===== config.mk =====
export PLATFORM = sky130hd
export DESIGN_NAME = melst_top
export DESIGN_NICKNAME = d
export VERILOG_FILES = /design/src/rtl/melst_pkg.sv /design/src/rtl/melst_pin_latch.sv /design/src/rtl/melst_top.sv
export VERILOG_INCLUDE_DIRS = /design/src /design/src/rtl
export SDC_FILE = /design/constraint.sdc
export NUM_CORES = 1
export LEC_CHECK = 0
export BUFFER_PORTS_ARGS = -buffer_cell sky130_fd_sc_hd__buf_4
export CORE_ASPECT_RATIO = 0.5
export CORE_UTILIZATION = 52
export CTS_CLUSTER_SIZE = 20
export DETAILED_ROUTE_END_ITERATION = 6
export HOLD_SLACK_MARGIN = 0.05
export MAX_ROUTING_LAYER = met4
export PLACE_DENSITY = 0.78
export SETUP_SLACK_MARGIN = 0.5
export SLEW_MARGIN = 10
export SYNTH_ARGS = -nofsm -noshare
export SYNTH_HDL_FRONTEND = slang
export SYNTH_SLANG_ARGS = --single-unit

===== constraint.sdc =====
create_clock -name clk_i -period 2.17 [get_ports clk_i]
set_clock_uncertainty 0.1 [all_clocks]
set_input_delay 0.1085 -clock clk_i [delete_from_list [all_inputs] [get_ports clk_i]]
set_output_delay 0.1085 -clock clk_i [all_outputs]
set_load 0.005 [all_outputs]

===== src/rtl/melst_defines.svh =====
/*
  Constants of the miscellaneous event latch and status block: register
  offsets, bit positions, field widths and reset values.
  Assumes it is included by bare name from the package and the design files.
*/
`ifndef MELST_DEFINES_SVH
`define MELST_DEFINES_SVH

// Register bus geometry
`define MELST_ADDR_W            4
`define MELST_DATA_W            16

// Register offsets (word index on the plain register port)
`define MELST_ADDR_STATUS       4'h0
`define MELST_ADDR_EDGE_SEL     4'h1

// Pin latch layout: pin k owns latch bit 2k+5 and companion bit 2k+4
`define MELST_NUM_PINS          6
`define MELST_PIN_LATCH_LSB     5
`define MELST_PIN_STATE_LSB     4
`define MELST_PIN_STRIDE        2

// Internal event latch layout: events sit in bits 3..0
`define MELST_NUM_EVENTS        4
`define MELST_EVENT_MSB         3
`define MELST_EVENT_LSB         0
`define MELST_EV_FRAME_UNDER    3
`define MELST_EV_SYNC_LOSS      2
`define MELST_EV_RATE_GEN_ONE   1
`define MELST_EV_RATE_GEN_ZERO  0

// Edge select control: two bits per pin, upper twelve bits used
`define MELST_EDGE_SEL_MASK     16'hfff0
`define MELST_EDGE_SEL_RESET    16'h0000

// Latch bits of the status word; companion bits are read only
`define MELST_LATCH_MASK        16'haaaf

// Reset and idle values
`define MELST_READ_IDLE         16'h0000
`define MELST_STATUS_RESET      16'h0000

`endif


===== src/rtl/melst_pkg.sv =====
/*
  Types of the miscellaneous event latch and status block: the edge select
  code and the packed carriers for pin levels and internal events.
  Assumes the constants header is on the include path.
*/
`include "melst_defines.svh"

package melst_pkg;

  // Which pin transitions arm a latch
  typedef enum logic [1:0] {
    MELST_EDGE_NONE    = 2'h0,
    MELST_EDGE_RISING  = 2'h1,
    MELST_EDGE_FALLING = 2'h2,
    MELST_EDGE_BOTH    = 2'h3
  } melst_edge_sel_t;

  // Watched pin levels, first member is the highest status pair
  typedef struct packed {
    logic rx_clock_pin;
    logic tx_clock_pin;
    logic rx_request_pin;
    logic tx_request_pin;
    logic carrier_pin;
    logic clear_to_send_pin;
  } melst_pins_t;

  // One-cycle event pulses from neighbouring units, first member is bit 3
  typedef struct packed {
    logic frame_count_underflow;
    logic clock_recovery_sync_loss;
    logic rate_gen_one_zero;
    logic rate_gen_zero_zero;
  } melst_events_t;

endpackage : melst_pkg


===== src/rtl/melst_pin_latch.sv =====
/*
  One watched pin: enabled edge detection, a sticky latch and the direction
  of the first enabled edge caught while the latch was open.
  Assumes the pin level is synchronous to clk_i.
*/
`timescale 1ns/1ns

module melst_pin_latch (
  input  wire logic                     clk_i,
  input  wire logic                     rst_n_i,
  input  wire logic                     pin_i,
  input  wire melst_pkg::melst_edge_sel_t edge_sel_i,
  input  wire logic                     reopen_i,
  output logic                          latch_o,
  output logic                          dir_o,
  output logic                          hit_o
);

  logic prev_pin;
  logic primed;
  logic rise;
  logic fall;

  // Previous pin sample; no edge is seen before the first sample
  always_ff @(posedge clk_i) begin
    if (!rst_n_i) begin
      prev_pin <= 1'b0;
      primed   <= 1'b0;
    end else begin
      prev_pin <= pin_i;
      primed   <= 1'b1;
    end
  end

  assign rise = primed & pin_i & ~prev_pin;
  assign fall = primed & ~pin_i & prev_pin;

  // Edge select decode
  always_comb begin
    unique case (edge_sel_i)
      melst_pkg::MELST_EDGE_NONE:    hit_o = 1'b0;
      melst_pkg::MELST_EDGE_RISING:  hit_o = rise;
      melst_pkg::MELST_EDGE_FALLING: hit_o = fall;
      melst_pkg::MELST_EDGE_BOTH:    hit_o = rise | fall;
    endcase
  end

  // sticky latch, set wins over reopen
  always_ff @(posedge clk_i) begin
    if (!rst_n_i) begin
      latch_o <= 1'b0;
    end else if (hit_o) begin
      latch_o <= 1'b1;
    end else if (reopen_i) begin
      latch_o <= 1'b0;
    end
  end

  // direction of first edge while open
  always_ff @(posedge clk_i) begin
    if (!rst_n_i) begin
      dir_o <= 1'b0;
    end else if (hit_o && (!latch_o || reopen_i)) begin
      dir_o <= rise;
    end
  end

endmodule : melst_pin_latch


===== src/rtl/melst_top.sv =====
/*
  Miscellaneous event status register: six pin transition latches with
  direction or inverted live level, four internal event latches, write-one reopen,
  and an edge select control register, all on a plain register port.
  Assumes pins and event pulses are synchronous to clk_i and that the
  register port master never raises both strobes together.
*/
// Design decisions made here: the register addresses and the address-and-strobe port.
`timescale 1ns/1ns
`include "melst_defines.svh"

module melst_top #(
  parameter int ADDR_W = `MELST_ADDR_W,
  parameter int DATA_W = `MELST_DATA_W
) (
  input  wire logic                    clk_i,
  input  wire logic                    rst_n_i,
  input  wire logic [ADDR_W-1:0]       addr_i,
  input  wire logic [DATA_W-1:0]       wr_data_i,
  input  wire logic                    wr_en_i,
  input  wire logic                    rd_en_i,
  input  wire melst_pkg::melst_pins_t  pins_i,
  input  wire melst_pkg::melst_events_t events_i,
  output logic [DATA_W-1:0]            rd_data_o,
  output logic                         event_pending_o
);

  localparam int NP = `MELST_NUM_PINS;
  localparam int NE = `MELST_NUM_EVENTS;

  logic [DATA_W-1:0] edge_sel;
  logic [NP-1:0]     pin_vec;
  logic [NP-1:0]     pin_latch;
  logic [NP-1:0]     pin_dir;
  logic [NP-1:0]     pin_hit;
  logic [NP-1:0]     pin_reopen;
  logic [NE-1:0]     ev_vec;
  logic [NE-1:0]     ev_latch;
  logic [NE-1:0]     ev_clear;
  logic [DATA_W-1:0] status_view;
  logic [DATA_W-1:0] next_rd_data;
  logic              wr_status;
  logic              wr_edge_sel;
  logic              rd_status;
  logic              rd_edge_sel;

  // Address decode of the register port
  assign wr_status   = wr_en_i && (addr_i == `MELST_ADDR_STATUS);
  assign wr_edge_sel = wr_en_i && (addr_i == `MELST_ADDR_EDGE_SEL);
  assign rd_status   = rd_en_i && (addr_i == `MELST_ADDR_STATUS);
  assign rd_edge_sel = rd_en_i && (addr_i == `MELST_ADDR_EDGE_SEL);

  assign pin_vec = pins_i;
  assign ev_vec  = events_i;

  // Edge select control, only the pin fields are writable
  always_ff @(posedge clk_i) begin
    if (!rst_n_i) begin
      edge_sel <= `MELST_EDGE_SEL_RESET;
    end else if (wr_edge_sel) begin
      edge_sel <= wr_data_i & `MELST_EDGE_SEL_MASK;
    end
  end

  // One latch per watched pin, pin k maps to bits 2k+5 and 2k+4
  for (genvar k = 0; k < NP; k++) begin : g_pin
    localparam int LB = `MELST_PIN_STRIDE * k + `MELST_PIN_LATCH_LSB;
    localparam int SB = `MELST_PIN_STRIDE * k + `MELST_PIN_STATE_LSB;

    // Edge code of this pin, for the checks below
    melst_pkg::melst_edge_sel_t code;
    assign code = melst_pkg::melst_edge_sel_t'(edge_sel[LB:SB]);

    assign pin_reopen[k] = wr_status && wr_data_i[LB];

    melst_pin_latch u_pin (
      .clk_i      (clk_i),
      .rst_n_i    (rst_n_i),
      .pin_i      (pin_vec[k]),
      .edge_sel_i (melst_pkg::melst_edge_sel_t'(edge_sel[LB:SB])),
      .reopen_i   (pin_reopen[k]),
      .latch_o    (pin_latch[k]),
      .dir_o      (pin_dir[k]),
      .hit_o      (pin_hit[k])
    );

    a_pin_edge_latch: assert property (
      @(posedge clk_i) disable iff (!rst_n_i)
      pin_hit[k] |=> status_view[LB]
    ) else $error("Enabled pin edge did not set its latch bit");

    a_pin_latch_sticky: assert property (
      @(posedge clk_i) disable iff (!rst_n_i)
      (pin_latch[k] && !pin_reopen[k]) |=> pin_latch[k]
    ) else $error("Pin latch dropped without a write of one");

    a_pin_reopen: assert property (
      @(posedge clk_i) disable iff (!rst_n_i)
      (pin_reopen[k] && !pin_hit[k]) |=> !pin_latch[k] && (status_view[SB] == !pin_vec[k])
    ) else $error("Write of one did not reopen pin latch and state");

    a_pin_first_dir: assert property (
      @(posedge clk_i) disable iff (!rst_n_i)
      (!pin_latch[k] && pin_hit[k]) ##1 (pin_latch[k] && !pin_reopen[k]) [*2]
      |-> status_view[SB] == $past(pin_vec[k], 2)
    ) else $error("Companion bit lost the first edge direction");

    a_pin_live_level: assert property (
      @(posedge clk_i) disable iff (!rst_n_i)
      (rd_status && !pin_latch[k]) |=> rd_data_o[SB] == !$past(pin_vec[k])
    ) else $error("Open companion bit does not track inverted pin");

    // Reopen against a same cycle edge, and direction once latched
    a_pin_set_wins: assert property (
      @(posedge clk_i) disable iff (!rst_n_i)
      (pin_reopen[k] && pin_hit[k]) |=> pin_latch[k]
    ) else $error("Reopen write beat an enabled pin edge");

    a_pin_dir_reopen: assert property (
      @(posedge clk_i) disable iff (!rst_n_i)
      (pin_reopen[k] && pin_hit[k]) |=> status_view[SB] == $past(pin_vec[k])
    ) else $error("Edge during reopen did not record its direction");

    a_pin_dir_hold: assert property (
      @(posedge clk_i) disable iff (!rst_n_i)
      (pin_latch[k] && !pin_reopen[k]) |=> status_view[SB] == $past(status_view[SB])
    ) else $error("Later edge changed a latched direction");

    // Edge code decides which level changes may set the latch
    a_pin_no_edge: assert property (
      @(posedge clk_i) disable iff (!rst_n_i)
      (!pin_latch[k] && !pin_hit[k]) |=> !pin_latch[k]
    ) else $error("Pin latch set without an enabled edge");

    a_pin_none_code: assert property (
      @(posedge clk_i) disable iff (!rst_n_i)
      (code == melst_pkg::MELST_EDGE_NONE) |-> !pin_hit[k]
    ) else $error("Disabled pin reported an edge");

    a_pin_rise_only: assert property (
      @(posedge clk_i) disable iff (!rst_n_i)
      (code == melst_pkg::MELST_EDGE_RISING && pin_hit[k]) |-> pin_vec[k]
    ) else $error("Rising code reported a falling edge");

    a_pin_fall_only: assert property (
      @(posedge clk_i) disable iff (!rst_n_i)
      (code == melst_pkg::MELST_EDGE_FALLING && pin_hit[k]) |-> !pin_vec[k]
    ) else $error("Falling code reported a rising edge");

    a_pin_rise_hit: assert property (
      @(posedge clk_i) disable iff (!rst_n_i)
      ((code == melst_pkg::MELST_EDGE_RISING || code == melst_pkg::MELST_EDGE_BOTH)
        && $past(rst_n_i) && pin_vec[k] && !$past(pin_vec[k])) |-> pin_hit[k]
    ) else $error("Enabled rising edge was missed");

    a_pin_fall_hit: assert property (
      @(posedge clk_i) disable iff (!rst_n_i)
      ((code == melst_pkg::MELST_EDGE_FALLING || code == melst_pkg::MELST_EDGE_BOTH)
        && $past(rst_n_i) && !pin_vec[k] && $past(pin_vec[k])) |-> pin_hit[k]
    ) else $error("Enabled falling edge was missed");
  end

  // event latches, set wins over clear
  assign ev_clear = {NE{wr_status}} & wr_data_i[`MELST_EVENT_MSB:`MELST_EVENT_LSB];

  always_ff @(posedge clk_i) begin
    if (!rst_n_i) begin
      ev_latch <= NE'(`MELST_STATUS_RESET);
    end else begin
      ev_latch <= ev_vec | (ev_latch & ~ev_clear);
    end
  end

  // status view, companion shows direction or inverted live pin
  always_comb begin
    status_view = `MELST_STATUS_RESET;
    for (int k = 0; k < NP; k++) begin
      status_view[`MELST_PIN_STRIDE * k + `MELST_PIN_LATCH_LSB] = pin_latch[k];
      status_view[`MELST_PIN_STRIDE * k + `MELST_PIN_STATE_LSB] =
        pin_latch[k] ? pin_dir[k] : ~pin_vec[k];
    end
    status_view[`MELST_EVENT_MSB:`MELST_EVENT_LSB] = ev_latch;
  end

  // Read data mux, zero outside the cycle after a read strobe
  always_comb begin
    next_rd_data = `MELST_READ_IDLE;
    if (rd_status) begin
      next_rd_data = status_view;
    end else if (rd_edge_sel) begin
      next_rd_data = edge_sel;
    end
  end

  // Read data register
  always_ff @(posedge clk_i) begin
    if (!rst_n_i) begin
      rd_data_o <= `MELST_READ_IDLE;
    end else begin
      rd_data_o <= next_rd_data;
    end
  end

  // Summary of every latch for the surrounding logic
  always_ff @(posedge clk_i) begin
    if (!rst_n_i) begin
      event_pending_o <= 1'b0;
    end else begin
      event_pending_o <= (|(pin_latch | pin_hit)) || (|ev_latch) || (|ev_vec);
    end
  end

  a_ev_frame_under: assert property (
    @(posedge clk_i) disable iff (!rst_n_i)
    events_i.frame_count_underflow |=> status_view[`MELST_EV_FRAME_UNDER]
  ) else $error("Frame count underflow not latched");

  a_ev_sync_loss: assert property (
    @(posedge clk_i) disable iff (!rst_n_i)
    events_i.clock_recovery_sync_loss |=> status_view[`MELST_EV_SYNC_LOSS]
  ) else $error("Clock recovery sync loss not latched");

  a_ev_rate_one: assert property (
    @(posedge clk_i) disable iff (!rst_n_i)
    events_i.rate_gen_one_zero |=> status_view[`MELST_EV_RATE_GEN_ONE]
  ) else $error("Second rate generator zero not latched");

  a_ev_rate_zero: assert property (
    @(posedge clk_i) disable iff (!rst_n_i)
    events_i.rate_gen_zero_zero |=> status_view[`MELST_EV_RATE_GEN_ZERO]
  ) else $error("First rate generator zero not latched");

  a_ev_clear_one: assert property (
    @(posedge clk_i) disable iff (!rst_n_i)
    (wr_status && (ev_latch != '0)) |=> ev_latch == ($past(ev_latch) & ~$past(ev_clear) | $past(ev_vec))
  ) else $error("Event latch write of one misbehaved");

  a_zero_write_keeps: assert property (
    @(posedge clk_i) disable iff (!rst_n_i)
    (wr_status && wr_data_i == '0 && pin_hit == '0 && ev_vec == '0)
    |=> (pin_latch == $past(pin_latch)) && (ev_latch == $past(ev_latch))
  ) else $error("Write of zeros changed latch contents");

  a_read_status: assert property (
    @(posedge clk_i) disable iff (!rst_n_i)
    rd_status |=> rd_data_o == $past(status_view)
  ) else $error("Status read data wrong or late");

  a_read_idle: assert property (
    @(posedge clk_i) disable iff (!rst_n_i)
    !rd_en_i |=> rd_data_o == '0
  ) else $error("Read data not zero outside a read");

  a_edge_sel_write: assert property (
    @(posedge clk_i) disable iff (!rst_n_i)
    wr_edge_sel ##1 rd_edge_sel |=> rd_data_o == ($past(wr_data_i, 2) & `MELST_EDGE_SEL_MASK)
  ) else $error("Edge select write not read back");

  // Event latches: set wins, hold, and clear by written ones only
  a_ev_set_wins: assert property (
    @(posedge clk_i) disable iff (!rst_n_i)
    (ev_vec != '0) |=> (ev_latch & $past(ev_vec)) == $past(ev_vec)
  ) else $error("Event lost against a same cycle clear");

  a_ev_hold: assert property (
    @(posedge clk_i) disable iff (!rst_n_i)
    (!wr_status && ev_vec == '0) |=> ev_latch == $past(ev_latch)
  ) else $error("Event latch changed with no event and no write");

  a_ev_clear_only: assert property (
    @(posedge clk_i) disable iff (!rst_n_i)
    (wr_status && ev_vec == '0)
    |=> ev_latch == ($past(ev_latch) & ~$past(wr_data_i[`MELST_EVENT_MSB:`MELST_EVENT_LSB]))
  ) else $error("Event latch clear did not follow written ones");

  a_read_keeps: assert property (
    @(posedge clk_i) disable iff (!rst_n_i)
    (rd_en_i && !wr_en_i && ev_vec == '0) |=> ev_latch == $past(ev_latch)
  ) else $error("Read changed the event latches");

  // Companion bits are read only, a write of them alone changes nothing
  a_companion_write: assert property (
    @(posedge clk_i) disable iff (!rst_n_i)
    (wr_status && ((wr_data_i & `MELST_LATCH_MASK) == '0) && pin_hit == '0 && ev_vec == '0)
    |=> (pin_latch == $past(pin_latch)) && (ev_latch == $past(ev_latch))
  ) else $error("Write of companion bits changed latch contents");

  // Register port: read paths and the edge select register
  a_read_edge_sel: assert property (
    @(posedge clk_i) disable iff (!rst_n_i)
    rd_edge_sel |=> rd_data_o == $past(edge_sel)
  ) else $error("Edge select read data wrong or late");

  a_read_unmapped: assert property (
    @(posedge clk_i) disable iff (!rst_n_i)
    (rd_en_i && !rd_status && !rd_edge_sel) |=> rd_data_o == '0
  ) else $error("Unmapped read returned nonzero data");

  a_edge_sel_hold: assert property (
    @(posedge clk_i) disable iff (!rst_n_i)
    !wr_edge_sel |=> edge_sel == $past(edge_sel)
  ) else $error("Edge select changed without a write");

  a_edge_sel_mask: assert property (
    @(posedge clk_i) disable iff (!rst_n_i)
    wr_edge_sel |=> (edge_sel & ~`MELST_EDGE_SEL_MASK) == '0
  ) else $error("Unused edge select bits were stored");

  // Pending summary follows every latch and every same cycle hit
  a_pending_set: assert property (
    @(posedge clk_i) disable iff (!rst_n_i)
    (pin_hit != '0 || ev_vec != '0) |=> event_pending_o
  ) else $error("Pending flag missed a new hit");

  a_pending_latch: assert property (
    @(posedge clk_i) disable iff (!rst_n_i)
    (pin_latch != '0 || ev_latch != '0) |=> event_pending_o
  ) else $error("Pending flag low while a latch is set");

  a_pending_clear: assert property (
    @(posedge clk_i) disable iff (!rst_n_i)
    (pin_latch == '0 && ev_latch == '0 && pin_hit == '0 && ev_vec == '0) |=> !event_pending_o
  ) else $error("Pending flag high with nothing latched");

  // First cycle after reset: everything closed and quiet
  a_reset_clean: assert property (
    @(posedge clk_i) disable iff (!rst_n_i)
    $rose(rst_n_i) |-> (edge_sel == `MELST_EDGE_SEL_RESET) && (ev_latch == '0)
      && (pin_latch == '0) && (rd_data_o == '0)
  ) else $error("State not cleared by reset");

endmodule : melst_top


# Yosys cells after proc, flatten, opt, wreduce, memory -nomap -nowiden
# Index checks and enable logic that the tools add are counted.
[word_totals]
input_bits = 34
regBits = 52
out_inout_bits = 17
word_cells = 162
[classes]
reduce_logical = 46
n_eq_ne = 19
bitwise = 47
muxes = 27
[ops]
columns = ["cell", "count"]
rows = [
  ["$mux W16", 2],
  ["$and A1 B1 Y1", 24],
  ["$eq A2 B2 Y1 const B", 12],
  ["$pmux W1 S4", 6],
  ["$mux W1", 19],
  ["$logic_and A1 B1 Y1", 16],
  ["$eq A2 B1 Y1 const B", 6],
  ["$logic_not A2 Y1", 6],
  ["$not A1 Y1", 12],
  ["$reduce_bool A2 Y1", 6],
  ["$and A4 B4 Y4", 2],
  ["$logic_or A1 B1 Y1", 8],
  ["$reduce_or A4 Y1", 2],
  ["$logic_not A1 Y1", 6],
  ["$or A1 B1 Y1", 6],
  ["$or A6 B6 Y6", 1],
  ["$reduce_or A6 Y1", 1],
  ["$eq A4 B1 Y1 const B", 1],
  ["$logic_not A4 Y1", 1],
  ["$not A4 Y4", 1],
  ["$or A4 B4 Y4", 1],
]

# Depth between registers and ports, before layout
[depth]
depth_word = 9
ltp_mapped = 7
depth_no_buf = 4

# Modules after synthesis
# From an unflattened synthesis, not the netlist that was laid out.
[hier_totals]
hier_cells = 228
hier_area_um2 = 2297.2
[modules_own_cells]
columns = ["module", "cells_each", "area_per_inst_um2", "seq_area_each_um2", "instances"]
rows = [
  ["melst_top", 138, 1336.3, 660.6, 1],
  ["melst_pin_latch", 15, 160.2, 80.1, 6],
]

# Worst setup path before layout
# OpenSTA, ideal clock, no wires.
[synth_path]
kind = "input port to flip-flop"
start = "input addr_i[1]"
end = "register edge_sel[10]"
n_path_buf = 3
required_time_ns = 1.942
setup_time_ns = 0.128
cell_stages = 7
arrival_ns = 1.419
setup_slack_ns = 0.524
path_cell_list = "or4b_1 -> buf_2 -> or2_1 -> buf_2 -> buf_6 -> mux2i_1 -> nor2_1"
[synth_via]
elab_chain_len = 2
[synth_rtl]
columns = ["item", "line", "rtl"]
rows = [
  ["start: declaration", "melst_top.sv:18", "input wire logic [ADDR_W-1:0] addr_i,"],
  ["$eq A4 B1 Y1 (no source line)", "n/a", ""],
  ["$logic_and A1 B1 Y1", "melst_top.sv:49", "assign wr_edge_sel = wr_en_i && (addr_i == `MELST_ADDR_EDGE_SEL);"],
  ["end signal: assignment", "melst_top.sv:59", "edge_sel <= `MELST_EDGE_SEL_RESET;"],
  ["end signal: assignment", "melst_top.sv:61", "edge_sel <= wr_data_i & `MELST_EDGE_SEL_MASK;"],
  ["end: declaration", "melst_top.sv:31", "logic [DATA_W-1:0] edge_sel;"],
]
# Every way passes these cells.
# A chain may end at the register's enable or synchronous reset.

# Worst setup path in the final report
[layout_path]
start = "register g_pin[3].u_pin.latch_o"
end = "register event_pending_o"
[layout_via]
elab_chain_len = 4
[layout_rtl]
columns = ["item", "line", "rtl"]
rows = [
  ["start: declaration", "melst_pin_latch.sv:14", "output logic latch_o,"],
  ["start signal: assignment", "melst_pin_latch.sv:51", "latch_o <= 1'b0;"],
  ["start signal: assignment", "melst_pin_latch.sv:53", "latch_o <= 1'b1;"],
  ["start signal: assignment", "melst_pin_latch.sv:55", "latch_o <= 1'b0;"],
  ["$or A6 B6 Y6", "melst_top.sv:209", "event_pending_o <= (|(pin_latch | pin_hit)) || (|ev_latch) || (|ev_vec);"],
  ["$reduce_or A6 Y1", "melst_top.sv:209", ""],
  ["$logic_or A1 B1 Y1 (2 in a row)", "melst_top.sv:209", ""],
  ["end signal: assignment", "melst_top.sv:209", ""],
  ["end: declaration", "melst_top.sv:25", "output logic event_pending_o"],
]
# Every way passes these cells.

==> impl_metrics.env <==
export IMPL_netlist_instances=217
export IMPL_layout_nets=327
export IMPL_pin_count=51
export IMPL_avgViaCountPerCell=5.46
export IMPL_dp_hpwl_um=3380
export IMPL_port_buffers=50
export IMPL_design_area_mm2=0.00283
export IMPL_clk_latency_ns=0.29
export IMPL_postSynthAreaPerCell_um2=9.54
export IMPL_totalWireLength_um=5090
export IMPL_cts_setup_buffers=0
export IMPL_vias=1884
export IMPL_ys_ff_latch=52
export IMPL_overflow=0
export IMPL_final_util_pct=78.2
export IMPL_whs_ns=0.0495
export IMPL_clock_fmax_mhz=618
export IMPL_grt_pass1_vias=1672
export IMPL_post_route_drc_count=0
export IMPL_layout_drive_gt1_share_pct=20.7
export IMPL_post_place_cells=312
export IMPL_place_ws_ns=0.341
export IMPL_dr_pass1_iters=5
export IMPL_synth_area_mux_share_pct=14.5
export IMPL_grt_max_degree=21
export IMPL_postCtsHoldBufs=25
export IMPL_diodes=0
export IMPL_arrival_ns=1.69
export IMPL_track_usage_pct=26.5
export IMPL_die_h_um=46.6
export IMPL_worstSetupPathType="flip-flop to flip-flop"
export IMPL_synth_distinct_cells=27
export IMPL_synth_xor_area_share_pct=0
export IMPL_cp_max_fo=5
export IMPL_rsz0062_at_grt="false"
export IMPL_place_congestion=0.855
export IMPL_slew_violations=0
export IMPL_antenna_found_initial=0
export IMPL_critPathCaptureType="flip-flop"
export IMPL_powerDensity_mw_per_mm2=608
export IMPL_async_reset_ff_share_pct=0
export IMPL_yosys_area_share_simple_pct=24.4
export IMPL_cts_resized=0
export IMPL_dieArea_mm2=0.00425
export IMPL_synth_top_family_by_area="simple AND/OR/NAND/NOR gates"
export IMPL_cts_tree="built"
export IMPL_syn_cell_area_mm2=0.00207
export IMPL_cts_sinks=52
export IMPL_start_kind="flip-flop"
export IMPL_setup_viol=0
export IMPL_fin_cells=345
export IMPL_post_route_period_util_pct=74.6
export IMPL_cts_buffers=5
export IMPL_synth_fp_nets=251
export IMPL_finalHoldViolCount=0
export IMPL_cts_root_buf="clkbuf_8"
export IMPL_power_mw=1.72
export IMPL_synth_compound_area_share_pct=8.16
export IMPL_synth_edff_count=0
export IMPL_drt_iter0_markers=81
export IMPL_vdd_drop_max_mv=0.359
export IMPL_start_util_pct=57.1
export IMPL_cp_required_ns=2.24
export IMPL_yosysWarnings=0
export IMPL_period_needed_ns=1.62
export IMPL_status="finished, final reports clean"
export IMPL_synthAdderAreaFrac_pct=0
export IMPL_core_area_mm2=0.00362
export IMPL_ant_nets=0
export IMPL_hp_class="input port to flip-flop"
export IMPL_nFillCells=247
export IMPL_die_x_um=91.2
export IMPL_wire_per_inst_um=14.7
export IMPL_cts_max_level=2
export IMPL_num_rows=15
export IMPL_worst_slew_pin_slew_ns=0.757
export IMPL_postPlaceCellArea_mm2=0.00249
export IMPL_relSlewSlack_pct=49.5
export IMPL_clk_path_buf_depth=2
export IMPL_grt_pass1_wl_um=8070
export IMPL_fin_tns_setup_ns=0
export IMPL_ys_dominant_reg_cell="dfxtp_1"
export IMPL_clk_pin_slew_ns=0.09
export IMPL_final_setup_worst_slack_ns=0.551
export IMPL_p_leak_nw=1.28
export IMPL_area_delta_synth_final_pct=36.8
export IMPL_ys_seq_area_share_pct=50.3
export IMPL_maxCapViolCount=0
-- per-layer routing --
layer	global-route usage, %	part of all wire, %	vias to the layer above
met3	5.12	8.4	2
met1	34.0	45	888
met2	44.7	46	89
met4	5.71	0.33	0
met5	-	0	-
li1	-	-	905
-- cell usage in the layout (no fill, tap or decap), types with 7 or more instances in the layout --
cell type and count:
mux2i_1 30, dlygate4sd3_1 25, buf_4 54, o21ai_0 7, nor2_1 28, a31oi_1 7, nand2_1 24, and2_1 11
dfxtp_1 52, nand4b_1 10
-- synth_stat cells (all sizes together) (2+ instances only) --
cell type	n	area share, %
nand4b	10	4.2
a21boi	4	1.5
nand3b	5	1.8
nor2b	2	0.60
o21a	4	1.5
mux2i	30	15
nor2	28	5.1
nor4	4	1.2
dfxtp	52	50
buf	4	1.2
o21ai	12	2.9
and2	11	3.3
clkbuf	6	1.1
nand2	24	4.4
a31oi	7	2.1
nand2b	6	1.8
-- flip-flops by register name, summed over array words and instances (netlist names) --
signal	cells
g_pin.u_pin.primed	1
event_pending_o	1
g_pin.u_pin.prev_pin	6
g_pin.u_pin.dir_o	6
g_pin.u_pin.latch_o	6
ev_latch	4
rd_data_o	16
edge_sel	12
-- report_power, final --
group	leakage [nW]	switching, mW	internal, mW
Clock	0.0455	0.296	0.261
Sequential	0.423	0.0145	0.971
Combinational	0.813	0.0712	0.107
-- worst paths after layout --
check	start	end	slack, ns	depth (start not counted)
worst max-delay path	g_pin[3].u_pin.latch_o$_SDFFE_PN0P_	event_pending_o$_SDFF_PN0_	0.55	4
worst min-delay path	wr_data_i[3]	ev_latch[3]$_SDFF_PN0_	0.05	3
worst max register to register	g_pin[3].u_pin.latch_o$_SDFFE_PN0P_	event_pending_o$_SDFF_PN0_	0.55	4
worst min register to register	g_pin[3].u_pin.dir_o$_SDFFE_PN0P_	g_pin[3].u_pin.dir_o$_SDFFE_PN0P_	0.37	2
-- worst max-delay path, stage by stage (launching register included) --
cell and delay, ns:
dfxtp_1 0.36, nor4_1 0.49, nand4_1 0.21, nor4_1 0.21, a31oi_1 0.12
-- kinds of logic (layout without fill, tap and decap cells) --
logic type / after synthesis / after routing
AND/OR/NAND/NOR: 95 / 95
flip-flops: 52 / 52
multiplexers: 30 / 30
AO/OA/AOI/OAI: 28 / 28
buffers and inverters: 12 / 89
-- layout make-up --
class | count | area [um^2] | area share [%]
Clock buffer | 8 | 90.1 | 3.18
Inverter | 2 | 7.51 | 0.265
Multi-Input combinational cell | 153 | 973 | 34.4
Sequential cell | 52 | 1040 | 36.8
Tap cell | 51 | 63.8 | 2.25
Timing Repair Buffer | 79 | 656 | 23.2
Power figures use the tool's default switching activity.
